===== src/psef_pkg.sv =====
package psef_pkg;

   // Message header and layout.
   localparam logic [7:0] PSEF_MSG_LEN      = 8'h11;
   localparam logic [7:0] PSEF_EVT_CODE     = 8'h88;
   localparam int         PSEF_MAP_BITS     = 64;
   localparam int         PSEF_MAP_BYTES    = 8;
   localparam logic [4:0] PSEF_LAST_IDX     = 5'h11;
   localparam logic [4:0] PSEF_OPEN_FIRST   = 5'h02;
   localparam logic [4:0] PSEF_PEND_FIRST   = 5'h0A;
   localparam int         PSEF_DISC_BIT     = 0;
   localparam int         PSEF_UNUSED_BIT   = 63;

   // Mask of the bits that carry real pipes (1..62).
   localparam logic [63:0] PSEF_PIPE_MASK   = 64'h7FFF_FFFF_FFFF_FFFE;

   // APB register byte addresses.
   localparam logic [7:0] PSEF_A_CTRL       = 8'h00;
   localparam logic [7:0] PSEF_A_OPEN_LO    = 8'h04;
   localparam logic [7:0] PSEF_A_OPEN_HI    = 8'h08;
   localparam logic [7:0] PSEF_A_PEND_LO    = 8'h0C;
   localparam logic [7:0] PSEF_A_PEND_HI    = 8'h10;
   localparam logic [7:0] PSEF_A_STATUS     = 8'h14;
   localparam logic [7:0] PSEF_A_INT_STAT   = 8'h18;
   localparam logic [7:0] PSEF_A_INT_EN     = 8'h1C;
   localparam logic [7:0] PSEF_A_INT_CLR    = 8'h20;
   localparam logic [7:0] PSEF_A_GRANT_LO   = 8'h24;
   localparam logic [7:0] PSEF_A_GRANT_HI   = 8'h28;

   // Control bit positions.
   localparam int         PSEF_C_DISC_DONE  = 0;
   localparam int         PSEF_C_NO_DISC    = 1;
   localparam int         PSEF_C_SEND       = 2;

   // Interrupt bit positions.
   localparam int         PSEF_I_SENT       = 0;
   localparam int         PSEF_I_CHANGE     = 1;
   localparam int         PSEF_INT_W        = 2;

   typedef enum {PSEF_IDLE, PSEF_SEND, PSEF_WAIT} psef_state_t;

endpackage


===== src/psef_byte_sel.sv =====
`timescale 1ns/1ps
`default_nettype none

// Picks one message byte from the header and the two maps, registered.
module psef_byte_sel (
   input  wire logic                          sys_clk,
   input  wire logic                          rstn,
   input  wire logic [4:0]                    idx,
   input  wire logic [psef_pkg::PSEF_MAP_BITS-1:0] open_map,
   input  wire logic [psef_pkg::PSEF_MAP_BITS-1:0] pend_map,
   output logic      [7:0]                    byte_out
);
   import psef_pkg::*;

   typedef struct packed {
      logic [7:0] data_r;
   } psef_sel_st_t;

   psef_sel_st_t st_r;
   psef_sel_st_t st_nxt;
   logic [4:0]   off_open;
   logic [4:0]   off_pend;

   assign off_open = idx - PSEF_OPEN_FIRST;
   assign off_pend = idx - PSEF_PEND_FIRST;

   // Map byte k carries bits 8k+7..8k, least significant byte first.
   always_comb begin
      st_nxt = st_r;
      if (idx == 5'h00) begin
         st_nxt.data_r = PSEF_MSG_LEN;
      end else if (idx == 5'h01) begin
         st_nxt.data_r = PSEF_EVT_CODE;
      end else if (idx < PSEF_PEND_FIRST) begin
         st_nxt.data_r = open_map[{off_open[2:0], 3'h0} +: 8];
      end else begin
         st_nxt.data_r = pend_map[{off_pend[2:0], 3'h0} +: 8];
      end
   end

   // Read data leave from a register.
   always_ff @(posedge sys_clk) begin
      if (!rstn) begin
         st_r <= '0;
      end else begin
         st_r <= st_nxt;
      end
   end

   assign byte_out = st_r.data_r;

endmodule

`default_nettype wire


===== src/psef_framer.sv =====
// Summary of operation
// - Send event whenever pipe availability changes.
// - Payload holds two 64-bit pipe bitmaps.
// - Open map: one means usable now.
// - Pending map: one means open first.
// - Pipe numbering starts at first byte LSB.
// - Bits 1..62 are pipes; 63 unused.
// - Open map bit 0 reports discovery done.
// - No discovery needed reports bit 0 one.
// - Pending map bit 0 always zero.
// - Eight bytes each, open map first.
// - Pending pipes take data only once granted.
`timescale 1ns/1ps
`default_nettype none

module psef_framer (
   input  wire logic        sys_clk,
   input  wire logic        rstn,
   input  wire logic        psel,
   input  wire logic        penable,
   input  wire logic        pwrite,
   input  wire logic [7:0]  paddr,
   input  wire logic [31:0] pwdata,
   output logic      [31:0] prdata,
   output logic             pready,
   output logic             pslverr,
   input  wire logic        tx_ready,
   output logic             tx_valid,
   output logic      [7:0]  tx_data,
   output logic             tx_first,
   output logic             tx_last,
   output logic      [63:0] rx_allowed,
   output logic             irq
);
   import psef_pkg::*;

   typedef struct packed {
      logic [63:0]          open_r;
      logic [63:0]          pend_r;
      logic [63:0]          grant_r;
      logic                 disc_done_r;
      logic                 no_disc_r;
      logic [63:0]          snap_open_r;
      logic [63:0]          snap_pend_r;
      logic                 dirty_r;
      psef_state_t          state_r;
      logic [4:0]           idx_r;
      logic                 tx_valid_r;
      logic                 tx_first_r;
      logic                 tx_last_r;
      logic [31:0]          prdata_r;
      logic                 pready_r;
      logic                 pslverr_r;
      logic [PSEF_INT_W-1:0] int_stat_r;
      logic [PSEF_INT_W-1:0] int_en_r;
      logic                 irq_r;
      logic [63:0]          rx_allowed_r;
   } psef_st_t;

   psef_st_t    st_r;
   psef_st_t    st_nxt;
   logic [7:0]  sel_byte;
   logic [63:0] open_view;
   logic [63:0] pend_view;

   // True when a write access completes at this edge to the given address.
   function automatic logic wr_hit(input logic [7:0] a, input logic [7:0] want,
                                   input logic s, input logic e, input logic w);
      wr_hit = s && e && w && (a == want);
   endfunction

   // The maps as sent: discovery status in bit 0 of the open map, pipe bits masked.
   always_comb begin
      open_view = st_r.open_r & PSEF_PIPE_MASK;
      open_view[PSEF_DISC_BIT] = st_r.disc_done_r | st_r.no_disc_r;
      pend_view = st_r.pend_r & PSEF_PIPE_MASK;
   end

   // The byte picker reads the snapshot taken at frame start, so a change mid-frame
   // cannot tear a message; the change is flagged and sent in the next frame.
   psef_byte_sel u_sel (
      .sys_clk  (sys_clk),
      .rstn     (rstn),
      .idx      (st_nxt.idx_r),
      .open_map (st_nxt.snap_open_r),
      .pend_map (st_nxt.snap_pend_r),
      .byte_out (sel_byte)
   );

   // Register file, change detection, framing and interrupts.
   always_comb begin
      logic        acc;
      logic        wen;
      logic [31:0] rd;
      logic [PSEF_INT_W-1:0] ev;
      logic [PSEF_INT_W-1:0] clr;
      logic        changed;
      logic [63:0] new_open;
      logic [63:0] new_pend;
      acc      = 1'b0;
      wen      = 1'b0;
      rd       = 32'h0000_0000;
      ev       = '0;
      clr      = '0;
      changed  = 1'b0;
      new_open = 64'h0;
      new_pend = 64'h0;
      st_nxt   = st_r;
      acc      = psel && penable && !st_r.pready_r;
      // A write lands only at the edge where the master sees pready high.
      wen      = psel && penable && st_r.pready_r;

      // Writes by software.
      if (wr_hit(paddr, PSEF_A_CTRL, psel, wen, pwrite)) begin
         st_nxt.disc_done_r = pwdata[PSEF_C_DISC_DONE];
         st_nxt.no_disc_r   = pwdata[PSEF_C_NO_DISC];
         if (pwdata[PSEF_C_SEND]) begin
            st_nxt.dirty_r = 1'b1;
         end
      end
      if (wr_hit(paddr, PSEF_A_OPEN_LO, psel, wen, pwrite)) begin
         st_nxt.open_r[31:0] = pwdata;
      end
      if (wr_hit(paddr, PSEF_A_OPEN_HI, psel, wen, pwrite)) begin
         st_nxt.open_r[63:32] = pwdata;
      end
      if (wr_hit(paddr, PSEF_A_PEND_LO, psel, wen, pwrite)) begin
         st_nxt.pend_r[31:0] = pwdata;
      end
      if (wr_hit(paddr, PSEF_A_PEND_HI, psel, wen, pwrite)) begin
         st_nxt.pend_r[63:32] = pwdata;
      end
      if (wr_hit(paddr, PSEF_A_GRANT_LO, psel, wen, pwrite)) begin
         st_nxt.grant_r[31:0] = pwdata;
      end
      if (wr_hit(paddr, PSEF_A_GRANT_HI, psel, wen, pwrite)) begin
         st_nxt.grant_r[63:32] = pwdata;
      end
      if (wr_hit(paddr, PSEF_A_INT_EN, psel, wen, pwrite)) begin
         st_nxt.int_en_r = pwdata[PSEF_INT_W-1:0];
      end
      if (wr_hit(paddr, PSEF_A_INT_CLR, psel, wen, pwrite)) begin
         clr = pwdata[PSEF_INT_W-1:0];
      end

      // Any change of the transmitted maps arms a new message.
      new_open = st_nxt.open_r & PSEF_PIPE_MASK;
      new_open[PSEF_DISC_BIT] = st_nxt.disc_done_r | st_nxt.no_disc_r;
      new_pend = st_nxt.pend_r & PSEF_PIPE_MASK;
      changed  = (new_open != open_view) || (new_pend != pend_view);
      if (changed) begin
         st_nxt.dirty_r = 1'b1;
         ev[PSEF_I_CHANGE] = 1'b1;
      end

      // Receive gate: open pipes, or pending pipes once set in the grant register.
      st_nxt.rx_allowed_r = (new_open | (new_pend & st_nxt.grant_r)) & PSEF_PIPE_MASK;

      // Frame sequencer, one byte per accepted handshake.
      case (st_r.state_r)
         PSEF_IDLE: begin
            if (st_r.dirty_r) begin
               st_nxt.dirty_r     = changed;
               st_nxt.snap_open_r = open_view;
               st_nxt.snap_pend_r = pend_view;
               st_nxt.idx_r       = 5'h00;
               st_nxt.state_r     = PSEF_SEND;
            end
         end
         PSEF_SEND: begin
            // Byte selector is fed st_nxt.idx_r, so its result is valid in the same cycle that idx_r settles.
            st_nxt.tx_valid_r = 1'b1;
            st_nxt.tx_first_r = (st_r.idx_r == 5'h00);
            st_nxt.tx_last_r  = (st_r.idx_r == PSEF_LAST_IDX);
            st_nxt.state_r    = PSEF_WAIT;
         end
         PSEF_WAIT: begin
            if (tx_ready) begin
               st_nxt.tx_valid_r = 1'b0;
               st_nxt.tx_first_r = 1'b0;
               st_nxt.tx_last_r  = 1'b0;
               if (st_r.tx_last_r) begin
                  ev[PSEF_I_SENT] = 1'b1;
                  st_nxt.state_r  = PSEF_IDLE;
               end else begin
                  st_nxt.idx_r   = st_r.idx_r + 5'h01;
                  st_nxt.state_r = PSEF_SEND;
               end
            end
         end
         default: begin
            st_nxt.state_r = PSEF_IDLE;
         end
      endcase

      // Sticky status; a new event wins over a clear in the same cycle.
      st_nxt.int_stat_r = (st_r.int_stat_r & ~clr) | ev;
      st_nxt.irq_r      = |(st_nxt.int_stat_r & st_nxt.int_en_r);

      // Read mux and APB answer: one wait state, then pready for one cycle.
      case (paddr)
         PSEF_A_CTRL:     rd = {29'h0, 1'b0, st_r.no_disc_r, st_r.disc_done_r};
         PSEF_A_OPEN_LO:  rd = st_r.open_r[31:0];
         PSEF_A_OPEN_HI:  rd = st_r.open_r[63:32];
         PSEF_A_PEND_LO:  rd = st_r.pend_r[31:0];
         PSEF_A_PEND_HI:  rd = st_r.pend_r[63:32];
         PSEF_A_STATUS:   rd = {30'h0, st_r.dirty_r, (st_r.state_r != PSEF_IDLE)};
         PSEF_A_INT_STAT: rd = {30'h0, st_r.int_stat_r};
         PSEF_A_INT_EN:   rd = {30'h0, st_r.int_en_r};
         PSEF_A_INT_CLR:  rd = 32'h0000_0000;
         PSEF_A_GRANT_LO: rd = st_r.grant_r[31:0];
         PSEF_A_GRANT_HI: rd = st_r.grant_r[63:32];
         default:         rd = 32'h0000_0000;
      endcase
      st_nxt.pready_r  = acc;
      st_nxt.pslverr_r = acc && (paddr > PSEF_A_GRANT_HI || paddr[1:0] != 2'h0);
      st_nxt.prdata_r  = (acc && !pwrite) ? rd : 32'h0000_0000;
   end

   // All state in one register.
   always_ff @(posedge sys_clk) begin
      if (!rstn) begin
         st_r         <= '0;
         st_r.state_r <= PSEF_IDLE;
      end else begin
         st_r <= st_nxt;
      end
   end

   assign prdata     = st_r.prdata_r;
   assign pready     = st_r.pready_r;
   assign pslverr    = st_r.pslverr_r;
   assign tx_valid   = st_r.tx_valid_r;
   assign tx_data    = sel_byte;
   assign tx_first   = st_r.tx_first_r;
   assign tx_last    = st_r.tx_last_r;
   assign rx_allowed = st_r.rx_allowed_r;
   assign irq        = st_r.irq_r;

endmodule

`default_nettype wire


===== config.mk =====
export PLATFORM = sky130hd
export DESIGN_NAME = psef_framer
export DESIGN_NICKNAME = d
export VERILOG_FILES = /design/src/psef_pkg.sv /design/src/psef_byte_sel.sv /design/src/psef_framer.sv
export SDC_FILE = /design/constraint.sdc
export NUM_CORES = 1
export LEC_CHECK = 0
export ABC_AREA = 0
export ABC_CLOCK_PERIOD_IN_PS = 3200
export BUFFER_PORTS_ARGS = -buffer_cell sky130_fd_sc_hd__buf_2
export CAP_MARGIN = 20
export CORE_MARGIN = 4
export CORE_UTILIZATION = 54
export DETAILED_ROUTE_END_ITERATION = 6
export PLACE_DENSITY = 0.76
export RECOVER_POWER = 50
export SETUP_SLACK_MARGIN = 0.02
export SLEW_MARGIN = 20
export SYNTH_ARGS = -nofsm -noshare
export SYNTH_HDL_FRONTEND = slang
export SYNTH_SLANG_ARGS = --single-unit

===== constraint.sdc =====
create_clock -name sys_clk -period 3.2 [get_ports sys_clk]
set_clock_uncertainty 0.1 [all_clocks]
set_input_delay 0.8 -clock sys_clk [delete_from_list [all_inputs] [get_ports sys_clk]]
set_output_delay 0.8 -clock sys_clk [all_outputs]
set_load 0.02 [all_outputs]

==> impl_metrics.csv, run 1 <==
group,metric,value,unit
die,coreArea,35800,sq um
global_routing,grtUsageTotal,0.397,
detailed_routing,vias,18900,
worst_setup_path,path_max_fanout,13,
synth,synth_edf_count,0,
synth,syn_area,19800,sq um
detailed_routing,drt_iter0_drc,2673,
worst_hold_path,hold_depth,2,
worst_hold_path,holdCritStartpoint,"st_r[231]",
sta,finalCritPeriodShare,0.945,
synth,syn-instance-count,2307,
global_routing,grt_antenna_before_repair,0,
worst_setup_path,start_kind,"flop",
cells_and_area,drive_gt1_frac,0.152,
synth,synth-adder-area-share,0.00506,
clock_tree,ctsLongestPathBuffers,3,
die,fp.dieW,199,um
clock_tree,root_buffer,"clkbuf_16",
die,die_y,199,um
cells_and_area,fillCellCount,3057,
synth,ys_warn_count,0,
worst_setup_path,crit_required,3.61,ns
placement,numPortBuffers,153,
detailed_routing,met2_length,34900,um
clock_tree,htreeDepth,2,
synth,muxShareOfSynthArea,0.0985,
pwr,max-vdd-ir-drop,457,uV
sta,tightestPinTransition,1.87,ns
cells_and_area,diodes,0,
synth,async_flop_share,0,
detailed_routing,drc_errors,0,
synth,ys_seq_area_frac,0.448,
detailed_routing,met3WireLength,9740,um
placement,place_area,21400,sq um
detailed_routing,drt-total-wl,81600,um
placement,dpl.hpwl,59000,um
detailed_routing,drt-met1-wl,31100,um
worst_hold_path,hold_path.class,"reg -> reg",
clock_tree,cts_inserted_buffers,46,
global_routing,grt_pass1_wl,117000,um
placement,placed_cells,2859,
synth,ys_ff_latch,442,
clock_tree,cts_tree,"yes",
worst_setup_path,worst-r2r-cell-count,18,
die,num_rows,69,
die,ios,156,
pwr,p_leak,0.00985,uW
detailed_routing,final_antenna_net_count,0,
synth,synth_top_family_by_area,"simple AND/OR/NAND/NOR gates",
synth,synth_simple_gate_area_frac,0.173,
cells_and_area,stdcell_count,2950,
sta,period_minus_slack,3.03,ns
run_status,status,"complete, but fails checks",
clock_tree,cts.sinks,442,
die,initial_utilization,0.552,
clock_tree,clkTransAtPathRegs,0.07,ns
worst_setup_path,regToRegSetupSlack,0.17,ns
cells_and_area,final_core_utilization,0.639,
synth,synth-compound-area-share,0.165,
sta,setup_violations,0,
cells_and_area,final_area,22900,sq um
global_routing,grt_max_degree,118,
detailed_routing,dr.max_layer_used,"met4",
cells_and_area,seqCellArea,8850,sq um
synth,ys_dominant_reg_cell,"dfxtp_1",
worst_setup_path,arrival,3.43,ns
sta,fmax,0.331,GHz
cells_and_area,areaGrowthSynthToFinish,15.8,%
die,die_area,39700,sq um
sta,slew_violations,39,
sta,maxSlewHeadroom,-0.249,
worst_setup_path,path_class,"reg -> reg",
worst_hold_path,min_to,"st_r[231]",
worst_setup_path,rr_startpoint,"st_r[112]",
global_routing,grt_pass1_vias,18000,
detailed_routing,avgRoutedWirePerCell,27.7,um
detailed_routing,via_per_inst,6.40,
run_status,failed_checks,"max-capacitance violations, max-slew violations",
clock_tree,worst_skew_pair.late_latency,0.59,ns
placement,place_congestion,1.07,
sta,hold_viol,0,
pwr,p_per_area,502,nW/um^2
synth,synth_xor_area_frac,0.0230,
synth,avgSynthCellArea,8.57,sq um
cells_and_area,multi_input_area,9310,sq um
worst_setup_path,r2r_end,"u_sel.byte_out[6]",
synth,ys_types,68,
detailed_routing,drtPass1Iterations,6,
flow_run,maxCapViolCount,1,
worst_setup_path,endpoint_kind,"flop",
global_routing,grt-ovfl-total,0,
cells_and_area,nNetsFinal,2506,
cell type report:
type | instances | share of cell area
Sequential cell | 442 | 0.387
Tap cell | 461 | 0.0252
Inverter | 85 | 0.0143
Timing Repair Buffer | 349 | 0.0998
Multi-Input combinational cell | 1528 | 0.407
Clock inverter | 25 | 0.0108
Clock buffer | 60 | 0.0567
synth_stat cells, types with 7 or more instances:
cell type | count | share of area
dfxtp_1 | 442 | 0.45
nor2_1 | 390 | 0.074
mux2i_1 | 181 | 0.092
a21oi_1 | 174 | 0.044
nand2_1 | 149 | 0.028
clkbuf_1 | 116 | 0.022
a22oi_1 | 98 | 0.037
buf_4 | 98 | 0.037
inv_1 | 78 | 0.015
o22ai_1 | 64 | 0.020
nand3_1 | 61 | 0.015
nand2b_1 | 40 | 0.013
nor3_1 | 39 | 0.0099
a31oi_1 | 37 | 0.012
xor2_1 | 37 | 0.016
or2_2 | 26 | 0.0082
nor4_1 | 23 | 0.0073
buf_2 | 22 | 0.0056
o21ai_0 | 21 | 0.0053
o2bb2ai_1 | 18 | 0.0080
a22o_1 | 16 | 0.0071
xnor2_1 | 15 | 0.0066
and3_1 | 14 | 0.0044
nand4_1 | 12 | 0.0038
a221oi_1 | 10 | 0.0044
a311oi_1 | 9 | 0.0040
buf_1 | 9 | 0.0017
ha_1 | 8 | 0.0051
o221ai_1 | 8 | 0.0035
a2111oi_0 | 7 | 0.0031
cell families (layout without fill, tap and decap cells):
family          after synthesis  count (layout)
fa+ha+maj                     8               8
other cells                   1               2
mux                         189             189
simple gates                778             778
compound gates              499             499
buf+inv                     338             519
xor+xnor                     52              52
flops                       442             442
through the flow:
step	power [uW]	setup WS (ns)	hold WS, ns	TNS, ns
2_1_floorplan	5830	0.0455	0.333	0
4_1_cts	11500	0.0585	0.358	0
3_3_place_gp	6070	-0.206	0.340	-0.923
5_1_grt	11700	-0.0219	0.377	-0.0219
3_5_place_dp	6070	-0.271	0.349	-1.43
6_report	11500	0.175	0.355	0
cell usage in the layout (no fill, tap or decap), types with 7 or more instances in the layout:
master	instances
nand3_1	61
a311oi_1	8
o22ai_1	64
a221oi_1	10
xor2_1	37
nand2_1	144
inv_1	76
o21ai_0	20
a21oi_1	174
a22oi_1	98
dfxtp_1	439
buf_2	44
or2_2	26
nand2b_1	40
a22o_1	16
clkinv_2	14
xnor2_1	15
a31oi_1	36
o2bb2ai_1	18
clkbuf_16	51
ha_1	7
buf_12	15
buf_4	166
and3_1	14
mux2i_1	180
nand4_1	12
nor4_1	22
clkbuf_1	126
nor2_1	386
nor3_1	39
o221ai_1	7
worst max-delay path: stages (launching register included):
cell and delay, ns:
dfxtp_2 0.35, inv_1 0.08, ha_1 0.17, nor2b_4 0.15, or2_4 0.15, a22o_1 0.16, inv_1 0.06, ha_1 0.20
a31oi_2 0.18, buf_4 0.15, nor2_4 0.04, buf_12 0.13, buf_12 0.12, clkbuf_16 0.16, buf_4 0.14, nand2_1 0.05
nand3_1 0.08, a31o_2 0.25, a211oi_1 0.20
registers in the layout, summed over array words and instances, names as in the netlist, 8 cells and up:
name            count
pend_view          62
st_r              210
open_view          62
rx_allowed         62
prdata             32
u_sel.byte_out      8
what timing repair did:
item                       CTS  global route
gates resized for setup      0            24
setup buffers                0             4
hold buffers                 0             0
setup endpoints to repair    0             8
per-layer routing:
| layer | vias to the layer above | global-route usage |
|---|---|---|
| li1 | 8233 | - |
| met1 | 8923 | 0.518 |
| met2 | 1402 | 0.608 |
| met3 | 326 | 0.0916 |
| met4 | 0 | 0.224 |
| met5 | - | 0 |
worst max-delay path by stage:
stage / from / end / slack (ns) / depth (start not counted)
2_1_floorplan: tx_ready / u_sel.byte_out[4] / 0.05 / 13
3_3_place_gp: pwdata[13] / irq / -0.21 / 10
3_5_place_dp: pwdata[13] / irq / -0.27 / 10
4_1_cts: st_r[112] / u_sel.byte_out[4] / 0.06 / 14
5_1_grt: st_r[112] / u_sel.byte_out[6] / -0.02 / 18
6_report: st_r[112] / u_sel.byte_out[6] / 0.17 / 18
power breakdown:
part           internal [uW]  total, uW  switching [uW]
combinational            133        465             332
sequential              5500       5500            1.22
clock                   3200       5520            2320
total                   8830      11500            2650
Power figures use the tool's default switching activity.
==> run 2, diff against run 1 <==
--- a/constraint.sdc
+++ b/constraint.sdc
@@ -3,3 +3,3 @@
 set_input_delay 0.8 -clock sys_clk [delete_from_list [all_inputs] [get_ports sys_clk]]
 set_output_delay 0.8 -clock sys_clk [all_outputs]
-set_load 0.02 [all_outputs]
+set_load 0.1 [all_outputs]
==> impl_metrics.csv, run 2 (synthesis gave the netlist of run 1 again) <==
group,metric,value,unit
cells_and_area,nNetsFinal,2510,
cells_and_area,drive_gt1_frac,0.194,
worst_setup_path,regToRegSetupSlack,0.16,ns
die,fp.dieW,199,um
worst_hold_path,min_to,"st_r[255]",
worst_hold_path,hold_path.class,"reg -> reg",
global_routing,grt_antenna_before_repair,0,
worst_setup_path,worst-r2r-cell-count,17,
placement,place_congestion,1.10,
sta,period_minus_slack,3.04,ns
worst_hold_path,holdCritStartpoint,"st_r[255]",
global_routing,grt_pass1_vias,17500,
die,die_y,199,um
cells_and_area,top_register,"st_r",
placement,dpl.hpwl,60400,um
die,die_area,39700,sq um
worst_setup_path,rr_startpoint,"st_r[112]",
die,ios,156,
worst_setup_path,path_class,"reg -> reg",
placement,numPortBuffers,153,
cells_and_area,largest_reg_flops,210,
detailed_routing,avgRoutedWirePerCell,28.0,um
die,num_rows,69,
sta,setup_violations,0,
clock_tree,clkTransAtPathRegs,0.06,ns
clock_tree,htreeDepth,2,
pwr,p_int,8810,uW
flow_run,maxCapViolCount,0,
sta,hold_ws,0.357,ns
pwr,max-vdd-ir-drop,620,uV
sta,finalCritPeriodShare,0.949,
placement,place_area,21500,sq um
worst_setup_path,path_max_fanout,7,
detailed_routing,drtPass1Iterations,7,
run_status,status,"completed",
die,initial_utilization,0.552,
pwr,pwr-share-seq,0.479,
cells_and_area,areaGrowthSynthToFinish,16.7,%
clock_tree,cts_inserted_buffers,46,
detailed_routing,drc_errors,0,
pwr,power.net_switching,2680,uW
pwr,p_leak,0.0103,uW
die,coreArea,35800,sq um
clock_tree,ctsHoldBuffers,0,
cells_and_area,stdcell_count,2955,
clock_tree,root_buffer,"clkbuf_16",
sta,maxSlewHeadroom,0.163,
cells_and_area,layout_common_cells,"440 x dfxtp_1, 386 x nor2_1, 180 x mux2i_1",
worst_setup_path,r2r_end,"u_sel.byte_out[5]",
worst_setup_path,crit_required,3.62,ns
global_routing,grtUsageTotal,0.401,
placement,placed_cells,2862,
clock_tree,worst_skew_pair.late_latency,0.60,ns
sta,fmax,0.329,GHz
cells_and_area,final_common_cell,"dfxtp_1",
clock_tree,cts_tree,"yes",
detailed_routing,vias,18800,
pwr,clockPowerShare,0.478,
clock_tree,ctsLongestPathBuffers,3,
clock_tree,cts.sinks,442,
worst_setup_path,start_kind,"flop",
worst_setup_path,arrival,3.46,ns
pwr,switching_share,0.234,
sta,tightestPinTransition,1.26,ns
worst_hold_path,hold_depth,2,
sta,slew_violations,0,
sta,tns,0,ns
pwr,p_comb_frac,0.043,
cells_and_area,final_area,23100,sq um
detailed_routing,final_antenna_net_count,0,
worst_setup_path,endpoint_kind,"flop",
global_routing,grt-ovfl-total,0,
detailed_routing,drt_iter0_drc,2286,
sta,hold_viol,0,
detailed_routing,via_per_inst,6.36,
detailed_routing,drt-total-wl,82700,um
global_routing,grt_max_degree,122,
global_routing,grt_pass1_wl,118000,um
pwr,p_per_area,498,nW/um^2
run 2: cell types whose count changed in the layout (fill, tap and decap cells not counted), sizes merged:
cell,previous run,this run
bufinv,4,5
clkbuf,183,77
clkinvlp,3,6
diode,0,1
inv,81,82
buf,226,335
clkinv,22,18
run 2: power by group through the flow:
stage | logic [uW] | registers [uW] | clock network (uW)
final | 498 | 5500 | 5490
after CTS | 479 | 5500 | 5530
after detailed placement | 477 | 5630 | 0
after global routing | 510 | 5500 | 5770
after floorplan | 207 | 5650 | 0
after global placement | 479 | 5630 | 0
run 2: worst max-delay path by stage:
stage / cells after the start / start / end / slack, ns
2_1_floorplan: 13 / tx_ready / u_sel.byte_out[4] / 0.05
3_3_place_gp: 11 / pwdata[13] / irq / -0.47
3_5_place_dp: 11 / pwdata[13] / irq / -0.48
4_1_cts: 14 / st_r[112] / u_sel.byte_out[4] / 0.06
5_1_grt: 16 / st_r[111] / u_sel.byte_out[0] / -0.004
6_report: 17 / st_r[112] / u_sel.byte_out[5] / 0.16
run 2: metrics by stage:
step	power (uW)	worst slack, ns	util
finish	11500	0.162	0.644
global route	11800	-0.00379	0.644
CTS	11500	0.0600	0.642
detailed placement	6110	-0.482	0.599
global placement	6110	-0.471	0.599
floorplan	5850	0.0455	-
run 2: layout make-up:
| type | instances | area [sq um] |
|---|---|---|
| multi-input combinational | 1528 | 9290 |
| sequential | 442 | 8850 |
| inverter | 85 | 327 |
| tap | 461 | 577 |
| timing repair buffer | 353 | 2480 |
| fill | 3016 | 12800 |
| clock buffer | 59 | 1240 |
| clock inverter | 26 | 297 |
| antenna | 1 | 2.50 |
run 2: metal layers:
layer	routed length, um	track usage
met5	0	0
met4	5620	0.220
met3	9140	0.0824
met2	35900	0.619
met1	32000	0.530
run 2: critical path: stages (launching register included):
cell and delay [ns]:
dfxtp_2 0.35, inv_1 0.06, ha_1 0.19, nor2b_2 0.17, or2_1 0.24, a22o_1 0.27, inv_1 0.08, ha_1 0.16
a31oi_2 0.05, buf_4 0.17, nor2_4 0.11, buf_12 0.14, buf_4 0.11, and3_1 0.14, a311oi_1 0.05, buf_4 0.16
a31o_2 0.21, a211oi_1 0.20
run 2: what timing repair did:
item,4_1_cts,5_1_grt
gates resized for setup,0,16
endpoints found under the setup margin,0,11
buffers inserted,0,5
